File: config.mk
export PLATFORM = sky130hd
export DESIGN_NAME = sbrg_top
export DESIGN_NICKNAME = d
export VERILOG_FILES = /design/src/rtl/sbrg_pkg.sv /design/src/rtl/sbrg_top.sv /design/src/rtl/sbrg_rate_timer.sv
export SDC_FILE = /design/constraint.sdc
export NUM_CORES = 1
export LEC_CHECK = 0
export ABC_AREA = 1
export BUFFER_PORTS_ARGS = -buffer_cell sky130_fd_sc_hd__buf_2
export CAP_MARGIN = 20
export CORE_MARGIN = 1.5
export CORE_UTILIZATION = 55
export DETAILED_ROUTE_END_ITERATION = 10
export PLACE_DENSITY = 0.82
export SLEW_MARGIN = 20
export SYNTH_ARGS = -nofsm -noshare
export SYNTH_HDL_FRONTEND = slang
export SYNTH_SLANG_ARGS = --single-unit
File: constraint.sdc
create_clock -name clock -period 3.3 [get_ports clock]
set_input_delay 0 -clock clock [delete_from_list [all_inputs] [get_ports clock]]
set_output_delay 0 -clock clock [all_outputs]
set_load 0.005 [all_outputs]
File: src/rtl/sbrg_pkg.sv
// package: constants, types and shared decode for the serial rate generator
// ==========================================================================
// What this block does
// - rate timer is 8 bits after reset, 16 bits while wide select is set
// - one free-running rate timer times both asynchronous and synchronous operation
// - timer period comes from a value n: the divisor register pair at 16 bits, the low divisor byte alone at 8 bits
// - asynchronous multiplier follows high-speed select together with wide select
// - synchronous operation ignores high-speed select
// - async, 8-bit, high-speed clear: clock over 64 times (n+1)
// - async, 16-bit, high-speed clear: clock over 16 times (n+1)
// - synchronous: clock over 4 times (n+1), either counter width
// - n is high divisor byte in bits 15..8, low byte in bits 7..0
// - writing either divisor byte clears the rate timer at once
// - unimplemented baud control bits read as zero
package sbrg_pkg;

    // ======================================================================
    // bus geometry and register offsets (byte addresses, one word each)
    localparam int DATA_W = 32;
    localparam int ADDR_W = 8;
    localparam logic [7:0] OFF_BAUD_CONTROL = 8'h00;
    localparam logic [7:0] OFF_RECEIVE_STATUS_CONTROL = 8'h04;
    localparam logic [7:0] OFF_RATE_DIVISOR_LOW = 8'h08;
    localparam logic [7:0] OFF_RATE_DIVISOR_HIGH = 8'h0C;
    localparam logic [7:0] OFF_TRANSMIT_STATUS_CONTROL = 8'h10;

    // ======================================================================
    // reset values
    localparam logic [7:0] RST_BAUD_CONTROL = 8'h00;
    localparam logic [7:0] RST_RECEIVE_STATUS_CONTROL = 8'h00;
    localparam logic [7:0] RST_RATE_DIVISOR = 8'h00;
    localparam logic [7:0] RST_TRANSMIT_STATUS_CONTROL = 8'h00;

    // ======================================================================
    // field positions and writable masks
    localparam int BIT_RECEIVE_IDLE = 6;
    localparam int BIT_WIDE_COUNTER = 3;
    localparam int BIT_SYNC_MODE = 4;
    localparam int BIT_HIGH_SPEED = 2;
    localparam int BIT_TRANSMIT_EMPTY = 1;
    localparam logic [7:0] WMASK_BAUD_CONTROL = 8'h9B;
    localparam logic [7:0] WMASK_RECEIVE_STATUS = 8'hF8;
    localparam logic [7:0] WMASK_TRANSMIT_STATUS = 8'hFD;

    // ======================================================================
    // clock cycles per timer step for each mode
    localparam logic [6:0] MULT_SLOW = 7'h40;
    localparam logic [6:0] MULT_MID = 7'h10;
    localparam logic [6:0] MULT_FAST = 7'h04;

    // mode bits that steer the rate timer travel together
    typedef struct packed {
        logic sync;
        logic wide;
        logic high;
    } sbrg_mode_t;

    // last prescaler count of a step: clock cycles per step minus one
    function automatic logic [5:0] prescale_limit(sbrg_mode_t m);
        logic [6:0] mult;
        if (m.sync) begin
            mult = MULT_FAST;
        end else if (m.wide && m.high) begin
            mult = MULT_FAST;
        end else if (m.wide || m.high) begin
            mult = MULT_MID;
        end else begin
            mult = MULT_SLOW;
        end
        return 6'(mult - 7'h01);
    endfunction

endpackage

File: src/rtl/sbrg_top.sv
// module: serial rate generator with its registers on an APB slave
`timescale 1ns/100ps
module sbrg_top (
    input wire logic clock,
    input wire logic resetn,
    input wire logic psel,
    input wire logic penable,
    input wire logic pwrite,
    input wire logic [sbrg_pkg::ADDR_W-1:0] paddr,
    input wire logic [sbrg_pkg::DATA_W-1:0] pwdata,
    output logic pready,
    output logic [sbrg_pkg::DATA_W-1:0] prdata,
    output logic pslverr,
    input wire logic receive_idle_flag,
    input wire logic transmit_empty,
    input wire logic [2:0] receive_errors,
    output logic rate_tick,
    output logic [7:0] baud_control_out,
    output logic [7:0] receive_status_control_out,
    output logic [7:0] transmit_status_control_out
);

    // ======================================================================
    // bus handshake states
    typedef enum logic [1:0] {
        st_idle = 2'b01,
        st_access = 2'b10
    } sbrg_state_t;

    // ======================================================================
    // address decode, one-hot over the five registers, zero when unmapped
    function automatic logic [4:0] reg_select(logic [sbrg_pkg::ADDR_W-1:0] a);
        logic [4:0] sel;
        sel = 5'h00;
        unique case (a)
            sbrg_pkg::OFF_BAUD_CONTROL: begin
                sel = 5'h01;
            end
            sbrg_pkg::OFF_RECEIVE_STATUS_CONTROL: begin
                sel = 5'h02;
            end
            sbrg_pkg::OFF_RATE_DIVISOR_LOW: begin
                sel = 5'h04;
            end
            sbrg_pkg::OFF_RATE_DIVISOR_HIGH: begin
                sel = 5'h08;
            end
            sbrg_pkg::OFF_TRANSMIT_STATUS_CONTROL: begin
                sel = 5'h10;
            end
            default: begin
                sel = 5'h00; // misaligned or unused address
            end
        endcase
        return sel;
    endfunction

    // ======================================================================
    // register and bus state
    sbrg_state_t state_reg, state_next;
    logic pready_next, pslverr_next;
    logic [sbrg_pkg::DATA_W-1:0] prdata_next;
    logic [7:0] bcon_reg, bcon_next;
    logic [7:0] rsc_reg, rsc_next;
    logic [7:0] tsc_reg, tsc_next;
    logic [7:0] div_lo_reg, div_lo_next;
    logic [7:0] div_hi_reg, div_hi_next;

    // ======================================================================
    // derived controls
    logic [4:0] sel;
    logic setup, commit, wr_commit, timer_restart;
    logic [7:0] rd_byte;
    sbrg_pkg::sbrg_mode_t mode;
    logic [15:0] divisor;

    // decode and the values that software reads back
    always_comb begin
        sel = reg_select(paddr);
        setup = psel && !penable;
        commit = psel && penable && pready && (state_reg == st_access);
        wr_commit = commit && pwrite && (sel != 5'h00);
        // status bits are live inputs; only writable bits are stored
        unique case (sel)
            5'h01: begin
                rd_byte = bcon_reg;
                rd_byte[sbrg_pkg::BIT_RECEIVE_IDLE] = receive_idle_flag;
            end
            5'h02: begin
                rd_byte = rsc_reg | {5'h00, receive_errors};
            end
            5'h04: begin
                rd_byte = div_lo_reg;
            end
            5'h08: begin
                rd_byte = div_hi_reg;
            end
            5'h10: begin
                rd_byte = tsc_reg;
                rd_byte[sbrg_pkg::BIT_TRANSMIT_EMPTY] = transmit_empty;
            end
            default: begin
                rd_byte = 8'h00; // unmapped reads give zero with an error
            end
        endcase
    end

    // mode and divisor gathered for the timer
    always_comb begin
        mode.sync = tsc_reg[sbrg_pkg::BIT_SYNC_MODE];
        mode.high = tsc_reg[sbrg_pkg::BIT_HIGH_SPEED];
        mode.wide = bcon_reg[sbrg_pkg::BIT_WIDE_COUNTER];
        divisor = {div_hi_reg, div_lo_reg};
        // any write to either divisor byte restarts the count
        timer_restart = wr_commit && (sel[2] || sel[3]);
    end

    // ======================================================================
    // bus handshake: answer is prepared in the setup cycle so that pready,
    // prdata and pslverr all leave flip-flops; costs no wait state
    always_comb begin
        state_next = state_reg;
        pready_next = 1'b0;
        pslverr_next = 1'b0;
        prdata_next = prdata;
        unique case (state_reg)
            st_idle: begin
                if (setup) begin
                    state_next = st_access;
                    pready_next = 1'b1;
                    pslverr_next = (sel == 5'h00);
                    prdata_next = pwrite ? '0 : {24'h000000, rd_byte};
                end
            end
            st_access: begin
                // leave on completion, or if the master withdrew psel
                if (commit || !psel) begin
                    state_next = st_idle;
                end else begin
                    pready_next = 1'b1;
                    pslverr_next = pslverr;
                end
            end
        endcase
    end

    always_ff @(posedge clock or negedge resetn) begin
        if (!resetn) begin
            state_reg <= st_idle;
            pready <= 1'b0;
            pslverr <= 1'b0;
            prdata <= '0;
        end else begin
            state_reg <= state_next;
            pready <= pready_next;
            pslverr <= pslverr_next;
            prdata <= prdata_next;
        end
    end

    // ======================================================================
    // register writes take effect only at the completing edge
    always_comb begin
        bcon_next = bcon_reg;
        rsc_next = rsc_reg;
        tsc_next = tsc_reg;
        div_lo_next = div_lo_reg;
        div_hi_next = div_hi_reg;
        if (wr_commit) begin
            if (sel[0]) begin
                bcon_next = pwdata[7:0] & sbrg_pkg::WMASK_BAUD_CONTROL;
            end
            if (sel[1]) begin
                rsc_next = pwdata[7:0] & sbrg_pkg::WMASK_RECEIVE_STATUS;
            end
            if (sel[2]) begin
                div_lo_next = pwdata[7:0];
            end
            if (sel[3]) begin
                div_hi_next = pwdata[7:0];
            end
            if (sel[4]) begin
                tsc_next = pwdata[7:0] & sbrg_pkg::WMASK_TRANSMIT_STATUS;
            end
        end
    end

    // wide select clears at reset, so the timer starts as an 8-bit counter
    always_ff @(posedge clock or negedge resetn) begin
        if (!resetn) begin
            bcon_reg <= sbrg_pkg::RST_BAUD_CONTROL;
            rsc_reg <= sbrg_pkg::RST_RECEIVE_STATUS_CONTROL;
            tsc_reg <= sbrg_pkg::RST_TRANSMIT_STATUS_CONTROL;
            div_lo_reg <= sbrg_pkg::RST_RATE_DIVISOR;
            div_hi_reg <= sbrg_pkg::RST_RATE_DIVISOR;
        end else begin
            bcon_reg <= bcon_next;
            rsc_reg <= rsc_next;
            tsc_reg <= tsc_next;
            div_lo_reg <= div_lo_next;
            div_hi_reg <= div_hi_next;
        end
    end

    // mode bits go out to transmitter and receiver straight from registers
    always_comb begin
        baud_control_out = bcon_reg;
        receive_status_control_out = rsc_reg;
        transmit_status_control_out = tsc_reg;
    end

    // ======================================================================
    // one timer serves both synchronous and asynchronous operation
    sbrg_rate_timer #(
        .CNT_W(16),
        .PRE_W(6)
    ) u_timer (
        .clock(clock),
        .resetn(resetn),
        .mode(mode),
        .divisor(divisor),
        .restart(timer_restart),
        .rate_tick(rate_tick)
    );
endmodule // sbrg_top

File: src/rtl/sbrg_rate_timer.sv
// module: the free-running rate timer with its prescaler
`timescale 1ns/100ps
module sbrg_rate_timer #(
    parameter int CNT_W = 16,
    parameter int PRE_W = 6
) (
    input wire logic clock,
    input wire logic resetn,
    input wire sbrg_pkg::sbrg_mode_t mode,
    input wire logic [CNT_W-1:0] divisor,
    input wire logic restart,
    output logic rate_tick
);
    logic [PRE_W-1:0] pre_reg, pre_next, pre_limit;
    logic [CNT_W-1:0] cnt_reg, cnt_next;
    logic tick_next, step, hit;

    // ======================================================================
    // next state: prescale, count to n, then wrap and tick
    always_comb begin
        pre_limit = PRE_W'(sbrg_pkg::prescale_limit(mode));
        step = (pre_reg >= pre_limit); // >= so a mode change never overruns
        if (mode.wide) begin
            hit = (cnt_reg == divisor);
        end else begin
            hit = (cnt_reg[7:0] == divisor[7:0]);
        end
        pre_next = step ? '0 : pre_reg + 1'b1;
        cnt_next = cnt_reg;
        if (step) begin
            if (hit) begin
                cnt_next = '0;
            end else if (mode.wide) begin
                cnt_next = cnt_reg + 1'b1;
            end else begin
                cnt_next = {{(CNT_W-8){1'b0}}, cnt_reg[7:0] + 8'h01};
            end
        end
        tick_next = step && hit;
        // a divisor write restarts both stages so the new rate starts now
        if (restart) begin
            pre_next = '0;
            cnt_next = '0;
            tick_next = 1'b0;
        end
    end

    always_ff @(posedge clock or negedge resetn) begin
        if (!resetn) begin
            pre_reg <= '0;
            cnt_reg <= '0;
            rate_tick <= 1'b0;
        end else begin
            pre_reg <= pre_next;
            cnt_reg <= cnt_next;
            rate_tick <= tick_next;
        end
    end

    // ======================================================================
    // checking helpers: cycles since last tick, and whether settings held
    logic [23:0] gap_reg, gap_next, expect_gap;
    logic clean_reg, clean_next;
    sbrg_pkg::sbrg_mode_t mode_d;
    logic [CNT_W-1:0] div_d;
    always_comb begin
        gap_next = rate_tick ? 24'h000001 : gap_reg + 24'h000001;
        clean_next = clean_reg && (mode == mode_d) && (divisor == div_d);
        if (rate_tick) begin
            clean_next = (mode == mode_d) && (divisor == div_d);
        end
        if (restart) begin
            gap_next = 24'h000000;
            clean_next = 1'b1;
        end
        expect_gap = (24'(pre_limit) + 24'h000001)
            * (24'(mode.wide ? divisor : {8'h00, divisor[7:0]}) + 24'h000001);
    end
    always_ff @(posedge clock or negedge resetn) begin
        if (!resetn) begin
            gap_reg <= 24'h000000;
            clean_reg <= 1'b0;
            mode_d <= '0;
            div_d <= '0;
        end else begin
            gap_reg <= gap_next;
            clean_reg <= clean_next;
            mode_d <= mode;
            div_d <= divisor;
        end
    end
endmodule // sbrg_rate_timer

# [Yosys cells after proc, flatten, opt, wreduce, memory -nomap -nowiden]
# Index checks and enable logic that the tools add are counted.
[totals] word_cells=81 ff_bits=92 out_inout_bits=59 input_bits=50
[op_classes] eq_ne=15 reduce_logical=25 add_sub_neg=4 mux=23 order_cmp=1 bitwise_logic=1
[ops] op="$mux W16" n=4
[ops] op="$pmux W8 S5" n=1
[ops] op="$pmux W5 S5" n=1
[ops] op="$mux W6" n=4
[ops] op="$add A16 B1 Y16 const B" n=1
[ops] op="$eq A16 B16 Y1" n=1
[ops] op="$eq A8 B4 Y1 const B" n=2
[ops] op="$reduce_and A2 Y1" n=7
[ops] op="$logic_and A1 B1 Y1" n=9
[ops] op="$add A8 B1 Y8 const B" n=1
[ops] op="$eq A8 B3 Y1 const B" n=1
[ops] op="$eq A8 B5 Y1 const B" n=1
[ops] op="$eq A8 B8 Y1" n=1
[ops] op="$logic_not A8 Y1" n=1
[ops] op="$mux W8" n=1
[ops] op="$or A8 B3 Y8" n=1
[ops] op="$add A6 B1 Y6 const B" n=1
[ops] op="$ge A6 B6 Y1" n=1
[ops] op="$mux W1" n=6
[ops] op="$sub A6 B1 Y6 const B" n=1
[ops] op="$eq A5 B1 Y1 const B" n=1
[ops] op="$eq A5 B2 Y1 const B" n=1
[ops] op="$eq A5 B3 Y1 const B" n=1
[ops] op="$eq A5 B4 Y1 const B" n=1
[ops] op="14 further kinds" n=19

# [Logic depth before layout (Yosys ltp)]
[logic_depth] depth_word=8 mapped_depth=13 ltp_nobuf=12

# [Hierarchy]
# Synthesis repeated with hierarchy kept, for this count alone.
[hier_totals] cells_unflattened=555 hier_area_um2=4246.6
[by_module_without_submodules] mod="sbrg_top" n_inst=1 cells_per_inst=313 area_each_um2=2502.4 seq_area_each_um2=1127.3
[by_module_without_submodules] mod="sbrg_rate_timer" n_inst=1 cells_per_inst=242 area_each_um2=1744.2 seq_area_each_um2=575.6

# [Worst setup path before layout]
# No wires, ideal clock.
[synth_path] path_kind="register to register" startpoint="register bcon_reg[3] (netlist: baud_control_out[3])" endpoint="register u_timer.cnt_reg[10]" path_buffers=1 t_arrival_ns=2.019 path_stages_with_launch=12 required_time_ns=3.182 setup_ns=0.118 period_less_slack_ns=2.137 path_slack_ns=1.163 cell_sequence="dfrtp_1 -> ha_1 -> nand2_1 -> ha_1 -> ha_1 -> nand2_1 -> o21ai_0 -> nor2_1 -> nand2_4 -> buf_4 -> nand4_1 -> nand2_1"
[synth_between] elab_chain_cells=7 elab_cells_between_ends=13 cone_classes="add/sub (1); order compare (1); mux (8); reduce/logical (3)"
[synth_rtl] item="start, declared" line="sbrg_top.sv:63" source="logic [7:0] bcon_reg, bcon_next;"
[synth_rtl] item="start signal, assigned" line="sbrg_top.sv:191" source="bcon_reg <= sbrg_pkg::RST_BAUD_CONTROL;"
[synth_rtl] item="start signal, assigned" line="sbrg_top.sv:197" source="bcon_reg <= bcon_next;"
[synth_rtl] item="$logic_or A1 B1 Y1" line="sbrg_pkg.sv:65" source="end else if (m.wide || m.high) begin"
[synth_rtl] item="$mux W5" line="sbrg_pkg.sv:65"
[synth_rtl] item="$mux W6" line="sbrg_pkg.sv:63" source="end else if (m.wide && m.high) begin"
[synth_rtl] item="$mux W6" line="sbrg_pkg.sv:61" source="if (m.sync) begin"
[synth_rtl] item="$sub A6 B1 Y6" line="sbrg_pkg.sv:70" source="return 6'(mult - 7'h01);"
[synth_rtl] item="$ge A6 B6 Y1" line="sbrg_rate_timer.sv:22" source="step = (pre_reg >= pre_limit);"
[synth_rtl] item="$reduce_bool A2 Y1 (no line)"
[synth_rtl] item="end signal, assigned" line="sbrg_rate_timer.sv:55" source="cnt_reg <= cnt_next;"
[synth_rtl] item="end, declared" line="sbrg_rate_timer.sv:15" source="logic [CNT_W-1:0] cnt_reg, cnt_next;"
# Several ways; a longest one is shown, not always the timed one. The select of a mux whose other input is x is not followed.
# A chain may end at the register's enable or synchronous reset.

# [Worst setup path in the final report]
[layout_path] startpoint="register bcon_reg[3] (netlist: baud_control_out[3])" endpoint="register u_timer.pre_reg[3]"
[layout_between] elab_chain_cells=8 elab_cells_between_ends=9 cone_classes="add/sub (1); order compare (1); mux (5); reduce/logical (2)"
[layout_rtl] item="$logic_or A1 B1 Y1" line="sbrg_pkg.sv:65"
[layout_rtl] item="$mux W5" line="sbrg_pkg.sv:65"
[layout_rtl] item="$mux W6 *" line="sbrg_pkg.sv:63"
[layout_rtl] item="$mux W6 *" line="sbrg_pkg.sv:61"
[layout_rtl] item="$sub A6 B1 Y6 *" line="sbrg_pkg.sv:70"
[layout_rtl] item="$ge A6 B6 Y1 *" line="sbrg_rate_timer.sv:22"
[layout_rtl] item="$mux W6 *" line="sbrg_rate_timer.sv:28" source="pre_next = step ? '0 : pre_reg + 1'b1;"
[layout_rtl] item="$mux W6 *" line="sbrg_rate_timer.sv:41" source="if (restart) begin"
[layout_rtl] item="named net u_timer.pre_next[3]" line="sbrg_rate_timer.sv:14" source="logic [PRE_W-1:0] pre_reg, pre_next, pre_limit;"
[layout_rtl] item="end signal, assigned" line="sbrg_rate_timer.sv:54" source="pre_reg <= pre_next;"
[layout_rtl] item="end, declared" line="sbrg_rate_timer.sv:14"
# Mark *: on every way through the listed nets, which the timed path passes. The rest lies on a longest branch.

==> impl_metrics.toml <==
[outcome]
status = "completed"

[floorplanning]
start_util_pct = 57.6
die-area_um2 = 8260
core_area_um2 = 7370
die-height_um = 90.9
io_pins = 109
chipWidth_um = 90.9
num_rows = 31

[setup_path]
path_cells = "ha_1, nand2_1, ha_1, ha_1, nand2_1, o21ai_0, nor2_1, nand2_4, inv_2, nand2_1, nor2_1"
crit_family = "adder cells"
startpoint_type = "register"
critical_path.reg2reg.startpoint = "baud_control_out[3]$_DFFE_PN0P_"
r2r_end = "u_timer.pre_reg[3]$_DFF_PN0_"
worst-setup-path-type = "reg2reg"
slowest_stage = "dfrtp_1"
cp_slowest_stage_delay_ns = 0.46
crit_required_ns = 3.58
ff2ff_setup_slack_ns = 0.68
arrival_ns = 2.90
cp.buffers_inverters = 1
r2r_cells = 11
path_max_fanout = 22
endpoint_kind = "register"

[placed_design]
placed_cells = 687
globalplace.congestion = 0.953
dp_hpwl_mm = 7.23
port_buffers = 53

[clock_network]
cts_setup_buffers = 0
clkTransAtPathRegs_ns = 0.08
htreeDepth = 3
cts_buffer_depth = 2
clock-sinks = 68
cts_tree = "built"
root_buffer = "clkbuf_8"
cts_buffers = 9
clock_latency_ns = 0.36
cts_resized = 0

[drt]
vias = 3757
totalWireLength_mm = 9.77
dr.pass1.iters = 5
antenna_left = 0
remaining_drc_errors = 0
drt_iter0_markers = 339
wl_per_cell_um = 13.7
avgViaCountPerCell = 5.25

[layout]
fill_cells = 632
instances_no_fill = 715
fin_nets = 669
final_cell_mix = "nand2_1, dfrtp_1, nor2_1, buf_2, inv_1"
final_common_cell = "nand2_1"
largest_register_ffs = 16
diodes = 0
area_delta_synth_final_pct = 11.8
layout-drive-gt1-share_pct = 18.3

[timing]
tightest_slew_ns = 0.594
timing_hold_violations_final = 0
finalCritPeriodShare_pct = 79.4
finalSetupTns_ns = 0
rsz0062_at_grt = "no"
fin_crit_ns = 2.62
setup_viol = 0
whs_ns = 0.0222
fin_worst_skew_ns = 0.0158
fmax_ghz = 0.381
max-slew-margin-rel_pct = 60.4
drv_slew = 0

[worst_hold_path]
hold_end = "div_lo_reg[5]$_DFFE_PN0P_"
worstHoldPathCells = 3
hp-class = "in2reg"
hold_start = "pwdata[5]"

[power]
power_mw = 2.13
leakage_nw = 2.67
ir_drop_uv = 477
pwr_density_cell_nw_per_um2 = 448

[grt]
overflow = 0
grtUsageTotal_pct = 24.7
first_global_vias = 3405
grt_pass1_wl_mm = 16.2
grt_max_degree = 44
grt_antenna_before_repair = 0

[synthesis]
ys_seq_area_share_pct = 40.1
syn_inst = 548
syn_avg_cell_area_um2 = 7.75
synth_warnings = 0
ys_types = 39
synth_area_um2 = 4250
synth_seq_cells = 68

[flow_run]
cap_violations = 0
==> layout make-up <==
cell class | instances | area, um2 | area share [%]
Sequential cell | 68 | 1700 | 35.9
Tap cell | 99 | 124 | 2.61
Multi-Input combinational cell | 418 | 2150 | 45.2
Clock inverter | 7 | 75.1 | 1.58
Inverter | 48 | 183 | 3.85
Timing Repair Buffer | 66 | 393 | 8.27
Clock buffer | 9 | 124 | 2.61
==> per-layer routing <==
| layer | share of wire, % | global-route usage (%) | up-vias |
|---|---|---|---|
| li1 | - | - | 1813 |
| met1 | 43 | 34.5 | 1747 |
| met2 | 47 | 39.5 | 174 |
| met3 | 8.3 | 3.96 | 23 |
| met4 | 1.8 | 7.81 | 0 |
| met5 | 0 | 0 | - |
==> worst max-delay path by stage <==
stage | from | endpoint | slack (ns) | depth (start not counted)
final | baud_control_out[3]$_DFFE_PN0P_ | u_timer.pre_reg[3]$_DFF_PN0_ | 0.68 | 11
after global routing | baud_control_out[3]$_DFFE_PN0P_ | u_timer.pre_reg[3]$_DFF_PN0_ | 0.52 | 12
after CTS | baud_control_out[3]$_DFFE_PN0P_ | u_timer.pre_reg[3]$_DFF_PN0_ | 0.69 | 11
after detailed placement | baud_control_out[3]$_DFFE_PN0P_ | u_timer.pre_reg[3]$_DFF_PN0_ | 0.69 | 11
after global placement | baud_control_out[3]$_DFFE_PN0P_ | u_timer.pre_reg[3]$_DFF_PN0_ | 0.77 | 11
after floorplan | baud_control_out[3]$_DFFE_PN0P_ | u_timer.cnt_reg[10]$_DFFE_PN0P_ | 1.16 | 11
==> repair_timing <==
action                     in CTS  in global routing
setup endpoints to repair       0                  0
hold buffers                   12                  0
hold endpoints to repair       49                  0
==> tightest hold or removal path, stage by stage <==
cell and delay [ns]:
buf_2 0.07, inv_1 0.10, a21oi_1 0.15
==> cell usage after synthesis <==
library cell  count  area (um2)
nand2_1         164         616
dfrtp_1          67        1680
nor2_1           61         229
inv_1            38         143
buf_4            33         248
nand3_1          30         150
nand4_1          25         156
o21ai_0          18        90.1
xor2_1           15         131
a21oi_1          13        65.1
nand2_2          10        62.6
inv_2             9        33.8
o21ai_1           9        45.0
ha_1              8         100
xnor2_1           7        61.3
buf_2             4        20.0
buf_6             4        45.0
nor2_2            4        25.0
nor2_8            4        80.1
clkbuf_2          2        10.0
nand2_4           2        22.5
nand2_8           2        40.0
nand3_2           2        20.0
o21ai_2           2        17.5
and3_1            1        6.26
clkbuf_1          1        3.75
conb_1            1        3.75
dfstp_2           1        26.3
inv_4             1        6.26
nand3_4           1        17.5
nand3b_1          1        7.51
nand4_2           1        12.5
nor2_4            1        11.3
nor3_1            1        5.00
nor3_2            1        10.0
nor3_4            1        16.3
nor3b_1           1        7.51
nor3b_4           1        18.8
o22ai_1           1        6.26
==> where the power goes <==
group | switching, mW | internal [mW] | leakage (nW)
sequential | 0.0813 | 0.911 | 0.914
combinational | 0.291 | 0.144 | 1.65
clock | 0.349 | 0.354 | 0.104
==> cells by family after synthesis <==
kind of cell	after synthesis	synth area share, %
AO/OA/AOI/OAI	43	5.27
XOR/XNOR	22	4.54
adder cells (fa/ha/maj)	8	2.36
buffers and inverters	92	12.0
flip-flops	68	40.1
other	1	0.0883
AND/OR/NAND/NOR	314	35.7
==> metrics by stage <==
stage,utilization (%),setup WS [ns],area [um2]
3_5_place_dp,60.1,0.694,4430
5_1_grt,64.4,0.521,4750
2_1_floorplan,-,1.16,4360
4_1_cts,64.4,0.694,4750
3_3_place_gp,60.1,0.771,4430
6_report,64.4,0.678,4750
No activity file was read; power rests on OpenSTA's default activity.
